--- src/osp_pkg.sv ---
// Constants and register map of the one-shot pulse pair
package osp_pkg;
  localparam int          DW           = 16;
  localparam int          AW           = 4;
  localparam logic [AW-1:0] ADR_ENABLE = 4'h0; // bit0 unit power enable
  localparam logic [AW-1:0] ADR_PRESC  = 4'h1; // [3:0] tick a divider, [7:4] tick b divider
  localparam logic [AW-1:0] ADR_MMODE  = 4'h2; // master mode config
  localparam logic [AW-1:0] ADR_SMODE  = 4'h3; // slave mode config
  localparam logic [AW-1:0] ADR_MRLD   = 4'h4; // master reload value
  localparam logic [AW-1:0] ADR_SRLD   = 4'h5; // slave reload value
  localparam logic [AW-1:0] ADR_START  = 4'h6; // bit0 master, bit1 slave start
  localparam logic [AW-1:0] ADR_STOP   = 4'h7; // bit0 master, bit1 slave stop
  localparam logic [AW-1:0] ADR_OUTCFG = 4'h8; // see OC_ fields
  localparam logic [AW-1:0] ADR_STATUS = 4'h9; // see ST_ fields
  localparam logic [AW-1:0] ADR_MCNT   = 4'hA; // master down counter
  localparam logic [AW-1:0] ADR_SCNT   = 4'hB; // slave down counter
  localparam logic [AW-1:0] ADR_PORT   = 4'hC; // bit0 port output mode, bit1 port latch
  localparam int OC_LEVEL = 0;
  localparam int OC_OE    = 1;
  localparam int OC_POL   = 2;
  localparam int OC_SMODE = 3;
  localparam int OC_MMODE = 4;
  localparam int OC_FILT  = 5;
  localparam int ST_MRUN  = 0;
  localparam int ST_SRUN  = 1;
  localparam int ST_MDONE = 2;
  localparam int ST_SDONE = 3;
  localparam int MD_CKS_LO = 14;
  localparam int MD_LEADER = 11;
  localparam logic [1:0] CKS_A = 2'h0;
  localparam logic [1:0] CKS_B = 2'h2;
  localparam logic [DW-1:0] CNT_ZERO = 16'h0000;
  localparam logic [DW-1:0] CNT_ONE  = 16'h0001;
  localparam logic [3:0]    DIV_ZERO = 4'h0;
  localparam int FILT_LEN = 2;
  typedef enum logic [1:0] {OSP_IDLE, OSP_WAIT, OSP_COUNT} osp_state_e;
endpackage : osp_pkg

--- src/osp_prescaler.sv ---
// Power-of-two prescaler giving two count tick strobes
`timescale 1ns/10ps
module osp_prescaler
  import osp_pkg::*;
(
  input  wire logic       clk,
  input  wire logic       rstn,
  input  wire logic       run,
  input  wire logic [3:0] div_a,
  input  wire logic [3:0] div_b,
  output logic            tick_a,
  output logic            tick_b
);
  logic [15:0] cnt_q;
  logic [15:0] cnt_d;
  logic        tick_a_d;
  logic        tick_b_d;

  function automatic logic hit(input logic [15:0] c, input logic [3:0] d);
    logic [15:0] m;
    m = (16'h0001 << d) - 16'h0001;
    hit = ((c & m) == m);
  endfunction : hit

  always_comb
  begin
    cnt_d    = run ? cnt_q + 16'h0001 : 16'h0000;
    tick_a_d = run && hit(cnt_q, div_a);
    tick_b_d = run && hit(cnt_q, div_b);
  end

  always_ff @(posedge clk)
  begin
    if (!rstn)
    begin
      cnt_q  <= 16'h0000;
      tick_a <= 1'b0;
      tick_b <= 1'b0;
    end
    else
    begin
      cnt_q  <= cnt_d;
      tick_a <= tick_a_d;
      tick_b <= tick_b_d;
    end
  end
endmodule : osp_prescaler

--- src/osp_trigger_sync.sv ---
// Trigger pin synchroniser, optional filter and rising edge detector
`timescale 1ns/10ps
module osp_trigger_sync
  import osp_pkg::*;
(
  input  wire logic clk,
  input  wire logic rstn,
  input  wire logic pin,
  input  wire logic filt_en,
  output logic      edge_pulse
);
  logic                meta_q;
  logic                sync_q;
  logic [FILT_LEN-1:0] hist_q;
  logic                lvl_q;
  logic                lvl_d;
  logic                edge_d;

  // Filter needs the level stable for the history length plus the current sample
  always_comb
  begin
    if (!filt_en)
      lvl_d = sync_q;
    else if (&{hist_q, sync_q})
      lvl_d = 1'b1;
    else if (~|{hist_q, sync_q})
      lvl_d = 1'b0;
    else
      lvl_d = lvl_q;
    edge_d = lvl_d & ~lvl_q;
  end

  always_ff @(posedge clk)
  begin
    if (!rstn)
    begin
      meta_q     <= 1'b0;
      sync_q     <= 1'b0;
      hist_q     <= '0;
      lvl_q      <= 1'b0;
      edge_pulse <= 1'b0;
    end
    else
    begin
      meta_q     <= pin;
      sync_q     <= meta_q;
      hist_q     <= {hist_q[FILT_LEN-2:0], sync_q};
      lvl_q      <= lvl_d;
      edge_pulse <= edge_d;
    end
  end
endmodule : osp_trigger_sync

--- src/osp_pulse_pair.sv ---
// One-shot pulse pair: master delay channel and slave width channel
// What this block does
// Trigger to pulse start is master reload plus 2 count ticks.
// Pulse lasts exactly slave reload count ticks.
// Master one-count: each trigger loads master reload and starts counting.
// Master decrements per tick; at zero raises done and halts.
// Slave one-count, started by master done, loads slave reload.
// Slave decrements per tick; at zero raises done and waits.
// Output active one tick after master done, inactive at slave zero.
// Software master start while running acts as a trigger.
// Software changes reloads only after the matching done event.
// Pair uses even master channel and higher slave channel up to 7.
// Clock select 00B picks tick a, 10B picks tick b.
// Leader select bit set for masters on channels 2, 4, 6.
// Slave clock select programmed same as master.
// Output level bit sets pulse output low or high.
// Output enable lets counting change the output; 0 blocks it.
// Polarity 0 active high, 1 active low.
// Software sets master output mode 0, slave output mode 1.
// Unit enable 0 stops clock and ignores writes; 1 allows, all stopped.
// Prescaler select sets both tick frequencies.
// Software enables the trigger input filter.
// Pin stays Hi-Z until port output mode with latch 0.
// While stopped, output holds software set level.
// Start bits set running flags, master waits trigger; read back 0.
// Stop bits clear flags, counters hold, read back 0.
// Software never starts the slave directly.
// Trigger pin synchronised; valid edge gives one-cycle start pulse.
//
// Added by the designer: the strobed register port and the register offsets.
`timescale 1ns/10ps
module osp_pulse_pair
  import osp_pkg::*;
(
  input  wire logic          clk,
  input  wire logic          rstn,
  input  wire logic [AW-1:0] addr,
  input  wire logic [DW-1:0] wdata,
  input  wire logic          wr,
  input  wire logic          rd,
  output logic [DW-1:0]      rdata,
  input  wire logic          trigger_input_pin,
  output logic               pulse_output_pin,
  output logic               pulse_output_oe,
  output logic               master_done_irq,
  output logic               slave_done_irq
);
  logic            unit_power_enable_q, unit_power_enable_d;
  logic [7:0]      prescaler_select_q, prescaler_select_d;
  logic [DW-1:0]   master_mode_config_q, master_mode_config_d;
  logic [DW-1:0]   slave_mode_config_q, slave_mode_config_d;
  logic [DW-1:0]   master_reload_value_q, master_reload_value_d;
  logic [DW-1:0]   slave_reload_value_q, slave_reload_value_d;
  logic [5:0]      outcfg_q, outcfg_d;
  logic [1:0]      port_q, port_d;
  logic            level_q, level_d;
  logic            mdone_q, mdone_d;
  logic            sdone_q, sdone_d;
  logic [DW-1:0]   rdata_d;
  osp_state_e      mst_q, mst_d;
  logic            slave_running_q, slave_running_d;
  logic [DW-1:0]   master_down_counter_q, master_down_counter_d;
  logic [DW-1:0]   slave_down_counter_q, slave_down_counter_d;
  logic            slave_armed_q, slave_armed_d;
  logic            mirq_d, sirq_d;
  logic            pin_d, oe_d;
  logic            tick_a, tick_b, pin_edge;
  logic            wr_ok, mtick, stick, trig, sw_start;

  // Writes are only taken while the unit is powered, except writes to the enable register
  assign wr_ok = wr && (unit_power_enable_q || addr == ADR_ENABLE);

  function automatic logic sel_tick(input logic [DW-1:0] mode, input logic ta,
                                    input logic tb);
    unique case (mode[MD_CKS_LO+1:MD_CKS_LO])
      CKS_A:   sel_tick = ta;
      CKS_B:   sel_tick = tb;
      default: sel_tick = 1'b0;
    endcase
  endfunction : sel_tick

  osp_prescaler u_presc (
    .clk    (clk),
    .rstn   (rstn && unit_power_enable_q),
    .run    (unit_power_enable_q),
    .div_a  (prescaler_select_q[3:0]),
    .div_b  (prescaler_select_q[7:4]),
    .tick_a (tick_a),
    .tick_b (tick_b)
  );

  osp_trigger_sync u_trig (
    .clk        (clk),
    .rstn       (rstn),
    .pin        (trigger_input_pin),
    .filt_en    (outcfg_q[OC_FILT]),
    .edge_pulse (pin_edge)
  );

  assign mtick    = sel_tick(master_mode_config_q, tick_a, tick_b);
  assign stick    = sel_tick(slave_mode_config_q, tick_a, tick_b);
  assign sw_start = wr_ok && addr == ADR_START && wdata[0] && mst_q != OSP_IDLE;
  assign trig     = pin_edge || sw_start;

  // Register file
  always_comb
  begin
    unit_power_enable_d   = unit_power_enable_q;
    prescaler_select_d    = prescaler_select_q;
    master_mode_config_d  = master_mode_config_q;
    slave_mode_config_d   = slave_mode_config_q;
    master_reload_value_d = master_reload_value_q;
    slave_reload_value_d  = slave_reload_value_q;
    outcfg_d              = outcfg_q;
    port_d                = port_q;
    if (wr_ok)
    begin
      unique case (addr)
        ADR_ENABLE: unit_power_enable_d   = wdata[0];
        ADR_PRESC:  prescaler_select_d    = wdata[7:0];
        ADR_MMODE:  master_mode_config_d  = wdata;
        ADR_SMODE:  slave_mode_config_d   = wdata;
        ADR_MRLD:   master_reload_value_d = wdata;
        ADR_SRLD:   slave_reload_value_d  = wdata;
        ADR_OUTCFG: outcfg_d              = wdata[5:0];
        ADR_PORT:   port_d                = wdata[1:0];
        default:    ;
      endcase
    end
    unique case (addr)
      ADR_ENABLE: rdata_d = {15'h0000, unit_power_enable_q};
      ADR_PRESC:  rdata_d = {8'h00, prescaler_select_q};
      ADR_MMODE:  rdata_d = master_mode_config_q;
      ADR_SMODE:  rdata_d = slave_mode_config_q;
      ADR_MRLD:   rdata_d = master_reload_value_q;
      ADR_SRLD:   rdata_d = slave_reload_value_q;
      ADR_OUTCFG: rdata_d = {10'h000, outcfg_q[5:1], level_q};
      ADR_STATUS: rdata_d = {12'h000, sdone_q, mdone_q, slave_running_q, mst_q != OSP_IDLE};
      ADR_MCNT:   rdata_d = master_down_counter_q;
      ADR_SCNT:   rdata_d = slave_down_counter_q;
      ADR_PORT:   rdata_d = {14'h0000, port_q};
      default:    rdata_d = CNT_ZERO; // start/stop bits read 0 R23 R24
    endcase
    if (!rd)
      rdata_d = CNT_ZERO;
  end

  // Channels and output
  always_comb
  begin
    mst_d                 = mst_q;
    slave_running_d       = slave_running_q;
    master_down_counter_d = master_down_counter_q;
    slave_down_counter_d  = slave_down_counter_q;
    slave_armed_d         = slave_armed_q;
    level_d               = level_q;
    mirq_d                = 1'b0;
    sirq_d                = 1'b0;
    mdone_d               = mdone_q;
    sdone_d               = sdone_q;
    unique case (mst_q)
      OSP_IDLE: ;
      OSP_WAIT:
        if (trig)
        begin
          master_down_counter_d = master_reload_value_q;
          mst_d                 = OSP_COUNT;
        end
      OSP_COUNT:
        if (trig)
          master_down_counter_d = master_reload_value_q;
        else if (mtick)
        begin
          if (master_down_counter_q == CNT_ZERO)
          begin
            mirq_d        = 1'b1;
            mst_d         = OSP_WAIT;
            slave_armed_d = slave_running_q;
          end
          else
            master_down_counter_d = master_down_counter_q - CNT_ONE;
        end
    endcase
    // Slave arms at master done, loads and goes active on its next tick R1 R7
    if (slave_running_q && stick)
    begin
      if (slave_armed_q)
      begin
        slave_armed_d        = 1'b0;
        // Full reload: the active level lasts one tick per count down to zero
        slave_down_counter_d = slave_reload_value_q;
        if (outcfg_q[OC_OE])
          level_d = ~outcfg_q[OC_POL];
        if (slave_reload_value_q == CNT_ZERO)
          slave_down_counter_d = CNT_ZERO;
      end
      else if (slave_down_counter_q != CNT_ZERO)
      begin
        slave_down_counter_d = slave_down_counter_q - CNT_ONE;
        if (slave_down_counter_q == CNT_ONE)
        begin
          sirq_d = 1'b1;
          if (outcfg_q[OC_OE])
            level_d = outcfg_q[OC_POL];
        end
      end
    end
    if (mirq_d)
      mdone_d = 1'b1;
    if (sirq_d)
      sdone_d = 1'b1;
    if (wr_ok && addr == ADR_STATUS)
    begin
      mdone_d = (mdone_q & ~wdata[ST_MDONE]) | mirq_d; // set wins
      sdone_d = (sdone_q & ~wdata[ST_SDONE]) | sirq_d;
    end
    if (wr_ok && addr == ADR_START && wdata[0] && mst_q == OSP_IDLE)
    begin
      mst_d           = OSP_WAIT;
      slave_running_d = wdata[1];
    end
    if (wr_ok && addr == ADR_STOP)
    begin
      if (wdata[0])
        mst_d = OSP_IDLE;
      if (wdata[1])
      begin
        slave_running_d = 1'b0;
        slave_armed_d   = 1'b0;
      end
    end
    // Software level only when counting may not drive the pin R14 R22
    if (wr_ok && addr == ADR_OUTCFG && !outcfg_q[OC_OE])
      level_d = wdata[OC_LEVEL];
    if (!unit_power_enable_q)
    begin
      mst_d           = OSP_IDLE;
      slave_running_d = 1'b0;
      slave_armed_d   = 1'b0;
    end
    pin_d = level_q;
    oe_d  = port_q[0] && !port_q[1];
  end

  always_ff @(posedge clk)
  begin
    if (!rstn)
    begin
      unit_power_enable_q   <= 1'b0;
      prescaler_select_q    <= 8'h00;
      master_mode_config_q  <= CNT_ZERO;
      slave_mode_config_q   <= CNT_ZERO;
      master_reload_value_q <= CNT_ZERO;
      slave_reload_value_q  <= CNT_ZERO;
      outcfg_q              <= 6'h00;
      port_q                <= 2'h0;
      level_q               <= 1'b0;
      mdone_q               <= 1'b0;
      sdone_q               <= 1'b0;
      rdata                 <= CNT_ZERO;
      mst_q                 <= OSP_IDLE;
      slave_running_q       <= 1'b0;
      master_down_counter_q <= CNT_ZERO;
      slave_down_counter_q  <= CNT_ZERO;
      slave_armed_q         <= 1'b0;
      master_done_irq       <= 1'b0;
      slave_done_irq        <= 1'b0;
      pulse_output_pin      <= 1'b0;
      pulse_output_oe       <= 1'b0;
    end
    else
    begin
      unit_power_enable_q   <= unit_power_enable_d;
      prescaler_select_q    <= prescaler_select_d;
      master_mode_config_q  <= master_mode_config_d;
      slave_mode_config_q   <= slave_mode_config_d;
      master_reload_value_q <= master_reload_value_d;
      slave_reload_value_q  <= slave_reload_value_d;
      outcfg_q              <= outcfg_d;
      port_q                <= port_d;
      level_q               <= level_d;
      mdone_q               <= mdone_d;
      sdone_q               <= sdone_d;
      rdata                 <= rdata_d;
      mst_q                 <= mst_d;
      slave_running_q       <= slave_running_d;
      master_down_counter_q <= master_down_counter_d;
      slave_down_counter_q  <= slave_down_counter_d;
      slave_armed_q         <= slave_armed_d;
      master_done_irq       <= mirq_d;
      slave_done_irq        <= sirq_d;
      pulse_output_pin      <= pin_d;
      pulse_output_oe       <= oe_d;
    end
  end

  a_stop_holds_cnt: assert property (@(posedge clk) disable iff (!rstn)
    (mst_q == OSP_IDLE && $past(mst_q) == OSP_IDLE) |->
      $stable(master_down_counter_q)) else $error("master counter moved while stopped");
  a_mdone_zero: assert property (@(posedge clk) disable iff (!rstn)
    mirq_d |-> master_down_counter_q == CNT_ZERO && mtick)
    else $error("master done not at zero");
  a_sdone_zero: assert property (@(posedge clk) disable iff (!rstn)
    sirq_d |=> slave_down_counter_q == CNT_ZERO) else $error("slave done not at zero");
  a_trig_loads: assert property (@(posedge clk) disable iff (!rstn)
    (mst_q == OSP_WAIT && trig && unit_power_enable_q && !(wr_ok && addr == ADR_STOP))
      |=> master_down_counter_q == $past(master_reload_value_q)) else $error("no reload");
  a_power_off: assert property (@(posedge clk) disable iff (!rstn)
    !unit_power_enable_q |=> mst_q == OSP_IDLE && !slave_running_q)
    else $error("running while powered off");
  a_hiz_port: assert property (@(posedge clk) disable iff (!rstn)
    !(port_q[0] && !port_q[1]) |=> !pulse_output_oe) else $error("pin driven early");
  a_pin_follows: assert property (@(posedge clk) disable iff (!rstn)
    1'b1 |=> pulse_output_pin == $past(level_q)) else $error("pin not level");
  a_oe_blocks: assert property (@(posedge clk) disable iff (!rstn)
    (!outcfg_q[OC_OE] && !(wr_ok && addr == ADR_OUTCFG)) |=> $stable(level_q))
    else $error("level moved with output disabled");
endmodule : osp_pulse_pair

--- config.mk ---
export PLATFORM = sky130hd
export DESIGN_NAME = osp_pulse_pair
export DESIGN_NICKNAME = d
export VERILOG_FILES = /design/src/osp_pkg.sv /design/src/osp_prescaler.sv /design/src/osp_trigger_sync.sv /design/src/osp_pulse_pair.sv
export SDC_FILE = /design/constraint.sdc
export NUM_CORES = 1
export LEC_CHECK = 0
export ABC_AREA = 1
export BUFFER_PORTS_ARGS = -buffer_cell sky130_fd_sc_hd__buf_2
export CAP_MARGIN = 20
export CELL_PAD_IN_SITES_DETAIL_PLACEMENT = 1
export CELL_PAD_IN_SITES_GLOBAL_PLACEMENT = 1
export CORE_MARGIN = 4
export CORE_UTILIZATION = 45
export CTS_CLUSTER_SIZE = 28
export DETAILED_ROUTE_END_ITERATION = 12
export PLACE_DENSITY_LB_ADDON = 0.1
export SYNTH_ARGS = -nofsm -noshare
export SYNTH_HDL_FRONTEND = slang
export SYNTH_SLANG_ARGS = --single-unit
--- constraint.sdc ---
create_clock -name clk -period 3.55 [get_ports clk]
set_clock_uncertainty 0.15 [all_clocks]
set_input_delay 0.355 -clock clk [delete_from_list [all_inputs] [get_ports clk]]
set_output_delay 0.355 -clock clk [all_outputs]
set_load 0.01 [all_outputs]
==> results.yml, run 1 <==
floorplanning:
  fp.dieArea_um2: 20460
  core_um2: 17960
  die_h_um: 143.0
  start_util: 0.4569
  core.rowCount: 49
  die_w_um: 143.0
  ios: 45
finish:
  area_growth_pct: 11.33
  fin_nets: 1244
  stdcell_area_um2: 9136
  diodes: 0
  fill_cells: 2396
  drive_above_1_share: 0.09247
  final_cell_mix: "nand2_1 (185), inv_1 (166), dfxtp_1 (162)"
  final_common_cell: "nand2_1"
clocking:
  clock_path_buffers: 2
  numCtsBuffers: 17
  cts_resized: 0
  clkTransAtPathRegs_ns: 0.08
  cts.sinks: 162
  post_cts_buffers: 0
  htreeDepth: 4
  cts_root_buf: "clkbuf_16"
  cts_tree: "built"
  cts_hold_buf: 0
  clk_latency_ns: 0.45
critical_path:
  cpPeakStageDelay_ns: 0.37
  crit_path_frequent_cell: "nand2_1"
  r2r_cells: 11
  critPathSlowestCell: "nand2_2"
  critPathArrivalTime_ns: 2.62
  path_class: "flip-flop to flip-flop"
  r2r-end: "slave_down_counter_q[0]"
  critPathTopFamily: "simple AND/OR/NAND/NOR gates"
  critPathMaxFanout: 21
  cp.required_ns: 3.73
  crit_start: "slave_down_counter_q[0]"
  crit_chain: "inv_1 > ha_1 > nand2_1 > inv_1 > nand2_1 > nor2_1 > nand2_1 > nand2_2 > inv_2 > o21ai_0 > a21oi_1"
  cp-end-kind: "flip-flop"
  cp_num_buf_inv: 3
  crit_path_start_kind: "flip-flop"
  timing.rr.start: "slave_down_counter_q[0]"
  r2r_slack_ns: 1.11
timing:
  relSlewSlack: 0.4105
  hold_violations: 1
  fmax_ghz: 0.4100
  holdWs_ns: -0.004258
  worstMarginPinSlew_ns: 0.8833
  rsz0062_at_grt: "no"
  fin_tns_setup_ns: 0
  fin_crit_sh: 0.6870
  slew_violations: 0
  fin_crit_ns: 2.439
  setup_violations: 0
place:
  port_buffers: 44
  dpl.hpwl_um: 20410
  gp_congestion: 0.9088
  placed_area_um2: 8516
grt:
  grt_max_degree: 70
  grtUsageMet3: 0.06363
  grt_pass1_vias: 8068
  gr-max-usage-layer: "met2"
  grtUsageMet1: 0.3845
  gr-usage-all-layers: 0.2833
  grt_pass1_wl_um: 44890
  grt_overflow_total: 0
  grtUsageMet2: 0.4503
  antenna_found_initial: 0
synth:
  synth_top_family_by_area: "simple AND/OR/NAND/NOR gates"
  yosysSeqAreaShare: 0.3952
  synthMuxAreaShare: 0
  dominantRegCellSynth: "dfxtp_1"
  synth_seq_cells: 162
  synth-compound-area-share: 0.2259
  syn-cell-area_um2: 8207
  synth_nets: 1223
  synthAdderAreaFrac: 0.01525
  synth-xor-area-share: 0.02134
  avgSynthCellArea_um2: 6.908
  async_flop_share: 0
  yosysWarnings: 0
  ys_types: 47
  syn_inst: 1188
  yosys.area_share.simple: 0.2327
  synth_edf_count: 0
min_path:
  hp-start: "trigger_input_pin"
  whs_path_depth: 3
  holdPathEnd: "u_trig.meta_q"
  min_path_type: "input pin to flip-flop"
run:
  cap_violations: 0
drt:
  wl_um: 28220
  drt_iter0_drc: 621
  ant_nets: 0
  post-route-drc-count: 0
  firstDrtPassIters: 5
  wire_per_inst_um: 19.45
  viasPerCell: 5.644
  vias: 8190
power_and_ir_drop:
  leakagePower_nw: 3.770
  ir_worst_vdd_v: 0.0003596
  p_per_area_nw_per_um2: 434.4
run_status:
  outcome: "finished, violations left"
  violations: "hold timing"
-- cell families (layout without fill, tap and decap cells) --
group	Yosys count	in the layout
AND/OR/NAND/NOR	434	434
flip-flops	162	162
adder cells (fa/ha/maj)	10	10
buffers and inverters	222	256
AO/OA/AOI/OAI	340	340
XOR/XNOR	20	20
-- worst max path at each step --
stage,end,slack (ns),cells after the start
floorplan,slave_down_counter_q[11],1.79,12
finish,slave_down_counter_q[0],1.11,11
global route,slave_down_counter_q[0],0.82,11
global placement,master_reload_value_q[3],1.00,9
detailed placement,master_reload_value_q[7],0.91,9
CTS,slave_down_counter_q[0],1.12,11
-- cell type report --
type	instances	area [um2]	area share
Clock inverter	15	195.2	0.02136
Inverter	173	649.4	0.07108
Multi-Input combinational cell	804	4064	0.4448
Sequential cell	162	3243	0.3550
Timing Repair Buffer	51	272.8	0.02985
Clock buffer	17	425.4	0.04656
Tap cell	229	286.5	0.03136
-- per-stage QoR --
| step | cells | hold WS (ns) | utilization | power (mW) | worst slack, ns |
|---|---|---|---|---|---|
| 6_report | 1451 | -0.004258 | 0.5086 | 3.968 | 1.111 |
| 5_1_grt | 1451 | 0.01553 | 0.5086 | 4.077 | 0.8156 |
| 3_5_place_dp | 1419 | 0.2556 | 0.4741 | 2.008 | 0.9080 |
| 2_1_floorplan | 1188 | 0.2405 | - | 1.942 | 1.788 |
| 3_3_place_gp | 1419 | 0.2576 | 0.4741 | 2.006 | 1.004 |
| 4_1_cts | 1451 | 0.002391 | 0.5086 | 3.972 | 1.115 |
-- where the power goes --
group	switching (mW)	total (mW)	internal, mW	leakage [nW]
registers	0.00373	1.83	1.82	1.31
logic	0.111	0.144	0.0331	2.17
clock network	0.869	2.00	1.13	0.292
-- cells in the mapped netlist, drive strengths merged (7+ instances only) --
master,count,area [um2]
a221oi,7,61.31
o21ai,126,630.6
nand2,191,737.0
nor2,138,543.0
nand3,56,295.3
nand4,16,121.4
nor3,18,90.09
a21oi,147,735.7
o22ai,29,181.4
dfxtp,162,3243
xor2,17,148.9
a211oi,7,52.55
inv,171,641.9
ha,10,125.1
clkbuf,21,80.07
buf,28,170.2
-- flip-flops by register name, summed over array words and instances (netlist names), 2 cells and up --
signal,count
master_down_counter_q,16
master_mode_config_q,16
master_reload_value_q,16
mst_q,2
outcfg_q,5
port_q,2
prescaler_select_q,8
rdata,16
slave_down_counter_q,16
slave_mode_config_q,16
slave_reload_value_q,16
u_presc.cnt_q,15
u_trig.hist_q,2
-- routing by layer --
layer	part of all wire	up-vias	wire length, um
met4	0.025	0	707
li1	-	3983	-
met5	0	-	0
met3	0.054	52	1519
met2	0.46	197	13080
met1	0.46	3958	12910
-- tightest hold or removal path: cells and delay by family --
kind	cells	cell delay [ns]
buffers and inverters	2	0.15
and+or+nand+nor	1	0.05
Power figures use the tool's default switching activity.
==> run 2: changes to the inputs <==
--- a/config.mk
+++ b/config.mk
@@ -5,13 +5,13 @@
 export SDC_FILE = /design/constraint.sdc
 export NUM_CORES = 1
 export LEC_CHECK = 0
-export ABC_AREA = 1
+export ABC_AREA = 0
 export BUFFER_PORTS_ARGS = -buffer_cell sky130_fd_sc_hd__buf_2
 export CAP_MARGIN = 20
 export CELL_PAD_IN_SITES_DETAIL_PLACEMENT = 1
 export CELL_PAD_IN_SITES_GLOBAL_PLACEMENT = 1
 export CORE_MARGIN = 4
-export CORE_UTILIZATION = 45
+export CORE_UTILIZATION = 41
 export CTS_CLUSTER_SIZE = 28
 export DETAILED_ROUTE_END_ITERATION = 12
 export PLACE_DENSITY_LB_ADDON = 0.1
==> constraint.sdc (replaced) <==
create_clock -name clk -period 2.23 [get_ports clk]
set_clock_uncertainty 0.15 [all_clocks]
set_input_delay 0.223 -clock clk [delete_from_list [all_inputs] [get_ports clk]]
set_output_delay 0.223 -clock clk [all_outputs]
set_load 0.01 [all_outputs]
==> results.yml, run 2 <==
run_status:
  outcome: "finished clean"
synth:
  dominantRegCellSynth: "dfxtp_1"
  async_flop_share: 0
  ys_types: 72
  syn_inst: 1046
  netlist_top_cells_area: "dfxtp_1 (40%), nand2_1 (8.0%), a21oi_1 (7.6%), nor2_1 (3.9%), o21ai_0 (3.5%)"
  synth.most_common_cell: "nand2_1"
  synth_seq_cells: 162
  yosysWarnings: 0
  synth_top_area_share: 0.3963
  syn-cell-area_um2: 8183
  synth_common_cells: "nand2_1 (174), dfxtp_1 (162), a21oi_1 (124), nor2_1 (86), clkbuf_1 (58)"
  yosysSeqAreaShare: 0.3963
  yosysTopAreaCell: "dfxtp_1"
  avgSynthCellArea_um2: 7.823
  synth_nets: 1081
  synth_edf_count: 0
power_and_ir_drop:
  sw_frac_of_total: 0.2329
  p_per_area_nw_per_um2: 628.0
  seq_power_share: 0.458
  p_sw_mw: 1.475
  pwr-share-comb: 0.044
  ir_worst_vdd_v: 0.0005110
  clkPwrFrac: 0.499
  leakagePower_nw: 3.669
  p_int_mw: 4.857
clocking:
  clkTransAtPathRegs_ns: 0.06
  cts.sinks: 162
  clk_latency_ns: 0.44
  cts_tree: "built"
  numCtsBuffers: 17
  cts_root_buf: "clkbuf_16"
  htreeDepth: 4
  clock_path_buffers: 2
floorplanning:
  core.rowCount: 51
  die_w_um: 149.3
  ios: 45
  die_h_um: 149.3
  fp.dieArea_um2: 22280
  core_um2: 19530
  start_util: 0.4191
timing:
  fin_crit_ns: 2.132
  fin_tns_setup_ns: 0
  hold_violations: 0
  setup_violations: 0
  slew_violations: 0
  fmax_ghz: 0.4690
  relSlewSlack: 0.6396
  holdWs_ns: 0.01838
  fin_crit_sh: 0.9562
  rsz0062_at_grt: "no"
  worstMarginPinSlew_ns: 0.5336
critical_path:
  r2r_slack_ns: 0.1
  r2r-end: "master_down_counter_q[0]"
  r2r_cells: 7
  crit_path_start_kind: "flip-flop"
  cp-end-kind: "flip-flop"
  timing.rr.start: "mst_q[1]"
  critPathCapture: "master_down_counter_q[0]"
  crit_start: "mst_q[1]"
  path_class: "flip-flop to flip-flop"
  critPathMaxFanout: 31
  critPathArrivalTime_ns: 2.32
  cp.required_ns: 2.42
finish:
  fin_nets: 1179
  final_common_cell: "nand2_1"
  drive_above_1_share: 0.1810
  area_growth_pct: 23.23
  final_cell_mix: "nand2_1 (174), dfxtp_1 (162), a21oi_1 (124)"
  post-route-util: 0.5164
grt:
  antenna_found_initial: 0
  grt_pass1_vias: 8343
  grt_overflow_total: 0
  grt_pass1_wl_um: 47930
  grt_max_degree: 89
  gr-usage-all-layers: 0.2758
drt:
  viasPerCell: 5.961
  firstDrtPassIters: 5
  wire_per_inst_um: 21.45
  vias: 8471
  post-route-drc-count: 0
  wl_um: 30480
  drt_iter0_drc: 710
  ant_nets: 0
run:
  cap_violations: 0
place:
  port_buffers: 44
  dpl.hpwl_um: 21870
  gp_congestion: 0.8741
min_path:
  min_path_type: "input pin to flip-flop"
## run 2: metrics by stage
stage,instance area [um2],setup slack (ns),power [mW],cells
3_5_place_dp,9235,0.03000,3.213,1372
2_1_floorplan,8192,0.007126,3.074,1046
5_1_grt,10080,0.004286,6.506,1420
3_3_place_gp,9235,0.1133,3.213,1372
4_1_cts,9997,0.01303,6.361,1417
6_report,10080,0.09767,6.332,1421
## run 2: how the worst min path moves through the flow
stage	endpoint	startpoint	cells after the start	slack, ns
6_report	master_reload_value_q[1]	wdata[1]	3	0.02
4_1_cts	master_reload_value_q[1]	wdata[1]	3	0.004
2_1_floorplan	u_trig.meta_q	trigger_input_pin	1	0.20
3_3_place_gp	u_trig.edge_pulse	u_trig.lvl_q	1	0.25
5_1_grt	master_reload_value_q[1]	wdata[1]	3	0.03
3_5_place_dp	u_trig.edge_pulse	u_trig.lvl_q	1	0.26
## run 2: layout make-up
class	count	area [um2]
fill	2427	9443
multi-input combinational	776	4583
sequential	162	3243
timing repair buffer	158	1201
clock buffer	18	429.2
tap	265	331.6
clock inverter	12	182.7
inverter	29	110.1
antenna	1	2.502
## run 2: kinds of logic after synthesis
group                    Yosys count  share of synthesized area
AND/OR/NAND/NOR                  405                     0.2381
AO/OA/AOI/OAI                    318                     0.2450
flip-flops                       162                     0.3963
buffers and inverters            108                    0.05505
multiplexers                      27                    0.03318
XOR/XNOR                          16                    0.01712
adder cells (fa/ha/maj)           10                    0.01529
## run 2: layer usage
layer / GRT usage / wire length [um] / vias to the layer above
met2: 0.4313 / 13970 / 254
met5: 0 / 0 / -
met1: 0.3927 / 14290 / 4220
li1: - / - / 3950
met4: 0.07643 / 565 / 0
met3: 0.04801 / 1647 / 47
## run 2: worst max-delay path: stages (launching register included)
cell and delay [ns]:
dfxtp_1 0.40, inv_1 0.09, ha_1 0.25, nor4b_1 0.34, a22oi_1 0.17, buf_12 0.20, a211o_1 0.26, and3_1 0.17
## run 2: power groups by stage
stage                     registers (mW)  clock network (mW)  logic, mW
after global placement              2.97                   0      0.248
after floorplan                     2.96                   0      0.110
after detailed placement            2.97                   0      0.248
after global routing                2.90                3.32      0.289
final                               2.90                3.16      0.275
after CTS                           2.90                3.19      0.270
## run 2: repair_timing
| item | CTS | global route |
|---|---|---|
| buffers inserted | 0 | 3 |
| hold buffers | 15 | 0 |
| endpoints found under the hold margin | 55 | 0 |
| gates resized for setup | 0 | 13 |
| setup endpoints to repair | 0 | 22 |
==> run 3: changes to the inputs <==
--- a/config.mk
+++ b/config.mk
@@ -11,7 +11,7 @@
 export CELL_PAD_IN_SITES_DETAIL_PLACEMENT = 1
 export CELL_PAD_IN_SITES_GLOBAL_PLACEMENT = 1
 export CORE_MARGIN = 4
-export CORE_UTILIZATION = 41
+export CORE_UTILIZATION = 45
 export CTS_CLUSTER_SIZE = 28
 export DETAILED_ROUTE_END_ITERATION = 12
 export PLACE_DENSITY_LB_ADDON = 0.1
==> constraint.sdc (replaced) <==
create_clock -name clk -period 2.4 [get_ports clk]
set_clock_uncertainty 0.15 [all_clocks]
set_input_delay 0.24 -clock clk [delete_from_list [all_inputs] [get_ports clk]]
set_output_delay 0.24 -clock clk [all_outputs]
set_load 0.01 [all_outputs]
==> results.yml, run 3 (synthesis gave the netlist of run 2 again) <==
grt:
  grt_overflow_total: 0
  grt_max_degree: 104
  gr-usage-all-layers: 0.2992
  grt_pass1_vias: 8269
  grt_pass1_wl_um: 47600
  antenna_found_initial: 0
power_and_ir_drop:
  p_total_mw: 5.538
  leakagePower_nw: 3.431
  ir_worst_vdd_v: 0.0006524
  p_per_area_nw_per_um2: 575.3
finish:
  drive_above_1_share: 0.1542
  multi_input_comb_area_um2: 4553
  fin_nets: 1144
  final_common_cell: "nand2_1"
  fill_cells: 2206
  seq_area_um2: 3243
  final_cell_mix: "nand2_1 (174), dfxtp_1 (162), a21oi_1 (124)"
  area_growth_pct: 17.65
  diodes: 0
  instances_no_fill: 1351
  stdcell_area_um2: 9627
  post-route-util: 0.5377
min_path:
  hp-start: "wdata[2]"
  holdPathEnd: "slave_mode_config_q[2]"
  whs_path_depth: 3
  min_path_type: "input pin to flip-flop"
drt:
  ant_nets: 0
  drt_iter0_drc: 721
  wl_um: 29900
  wire_per_inst_um: 22.13
  viasPerCell: 6.101
  firstDrtPassIters: 6
  post-route-drc-count: 0
  vias: 8242
critical_path:
  cp.required_ns: 2.58
  r2r_cells: 8
  crit_path_start_kind: "flip-flop"
  path_class: "flip-flop to flip-flop"
  critPathArrivalTime_ns: 2.49
  timing.rr.start: "prescaler_select_q[5]"
  r2r_slack_ns: 0.09
  r2r-end: "u_presc.tick_b"
  cp-end-kind: "flip-flop"
  critPathMaxFanout: 8
timing:
  hold_violations: 0
  fin_crit_sh: 0.9620
  slew_violations: 0
  relSlewSlack: 0.6192
  setup_violations: 0
  fin_crit_ns: 2.309
  worstMarginPinSlew_ns: 0.5665
  fin_tns_setup_ns: 0
  fmax_ghz: 0.4331
place:
  dp.cells: 1306
  port_buffers: 44
  placed_area_um2: 8910
  dpl.hpwl_um: 21030
  gp_congestion: 0.9139
clocking:
  post_cts_buffers: 0
  cts_tree: "built"
  cts.sinks: 162
  clkTransAtPathRegs_ns: 0.07
  clk_latency_ns: 0.43
  numCtsBuffers: 17
  cts_root_buf: "clkbuf_16"
  clock_path_buffers: 2
  htreeDepth: 4
floorplanning:
  core_um2: 17900
  die_h_um: 142.9
  start_util: 0.4571
  die_w_um: 142.9
  core.rowCount: 49
  ios: 45
  fp.dieArea_um2: 20410
run:
  cap_violations: 0
run_status:
  outcome: "finished clean"
==> run 3: cell types whose count changed in the layout (fill, tap and decap cells not counted), moves of 3 or more <==
cell / delta
buf_12: -4
buf_4: -29
inv_6: +3
bufinv_16: -4
==> run 3: what timing repair did <==
item | 4_1_cts | 5_1_grt
resized for setup | 0 | 8
endpoints found under the setup margin | 0 | 5
hold endpoints to repair | 47 | 0
hold buffers | 13 | 0
==> run 3: worst max path at each step <==
stage | start | end | slack, ns | cells past startpoint
2_1_floorplan | prescaler_select_q[2] | u_presc.tick_a | 0.05 | 10
3_3_place_gp | prescaler_select_q[5] | u_presc.tick_b | 0.19 | 8
3_5_place_dp | prescaler_select_q[5] | u_presc.tick_b | 0.15 | 8
4_1_cts | prescaler_select_q[5] | u_presc.tick_b | 0.1 | 8
5_1_grt | prescaler_select_q[5] | u_presc.tick_b | -0.04 | 8
6_report | prescaler_select_q[5] | u_presc.tick_b | 0.09 | 8
==> run 3: worst max-delay path, cell delays in order (launching register included) <==
cell,delay [ns]
dfxtp_1,0.39
nor3_2,0.24
nand2_1,0.08
ha_1,0.29
and2_1,0.21
o211ai_1,0.20
a21oi_1,0.10
a311oi_1,0.25
nor4b_2,0.29
==> run 3: final cells by class <==
cell class                 count  share of cell area
clock buffer                  18             0.04458
clock inverter                14             0.01261
inverter                      29             0.01144
multi-input combinational    776              0.4730
sequential                   162              0.3369
tap                          229             0.02976
timing repair buffer         123             0.09176
==> run 3: per-stage QoR <==
stage	setup WS [ns]	hold slack, ns
3_3_place_gp	0.1942	0.2505
6_report	0.09117	0.02795
3_5_place_dp	0.1466	0.2507
2_1_floorplan	0.04809	0.2173
4_1_cts	0.09685	0.005630
5_1_grt	-0.04193	0.01553
==> run 3: power by group <==
part / internal, mW / leakage (nW) / switching, mW
logic: 0.0695 / 1.86 / 0.169
clock network: 1.36 / 0.267 / 1.25
registers: 2.69 / 1.30 / 0.00289
total: 4.12 / 3.43 / 1.42
==> run 3: layer usage <==
layer | share of wire | vias to the layer above | routed length [um] | track usage
met5 | 0 | - | 0 | 0
met4 | 0.023 | 0 | 690 | 0.09155
met3 | 0.065 | 48 | 1940 | 0.06631
met2 | 0.46 | 270 | 13730 | 0.4701
met1 | 0.45 | 4050 | 13530 | 0.4120
li1 | - | 3874 | - | -
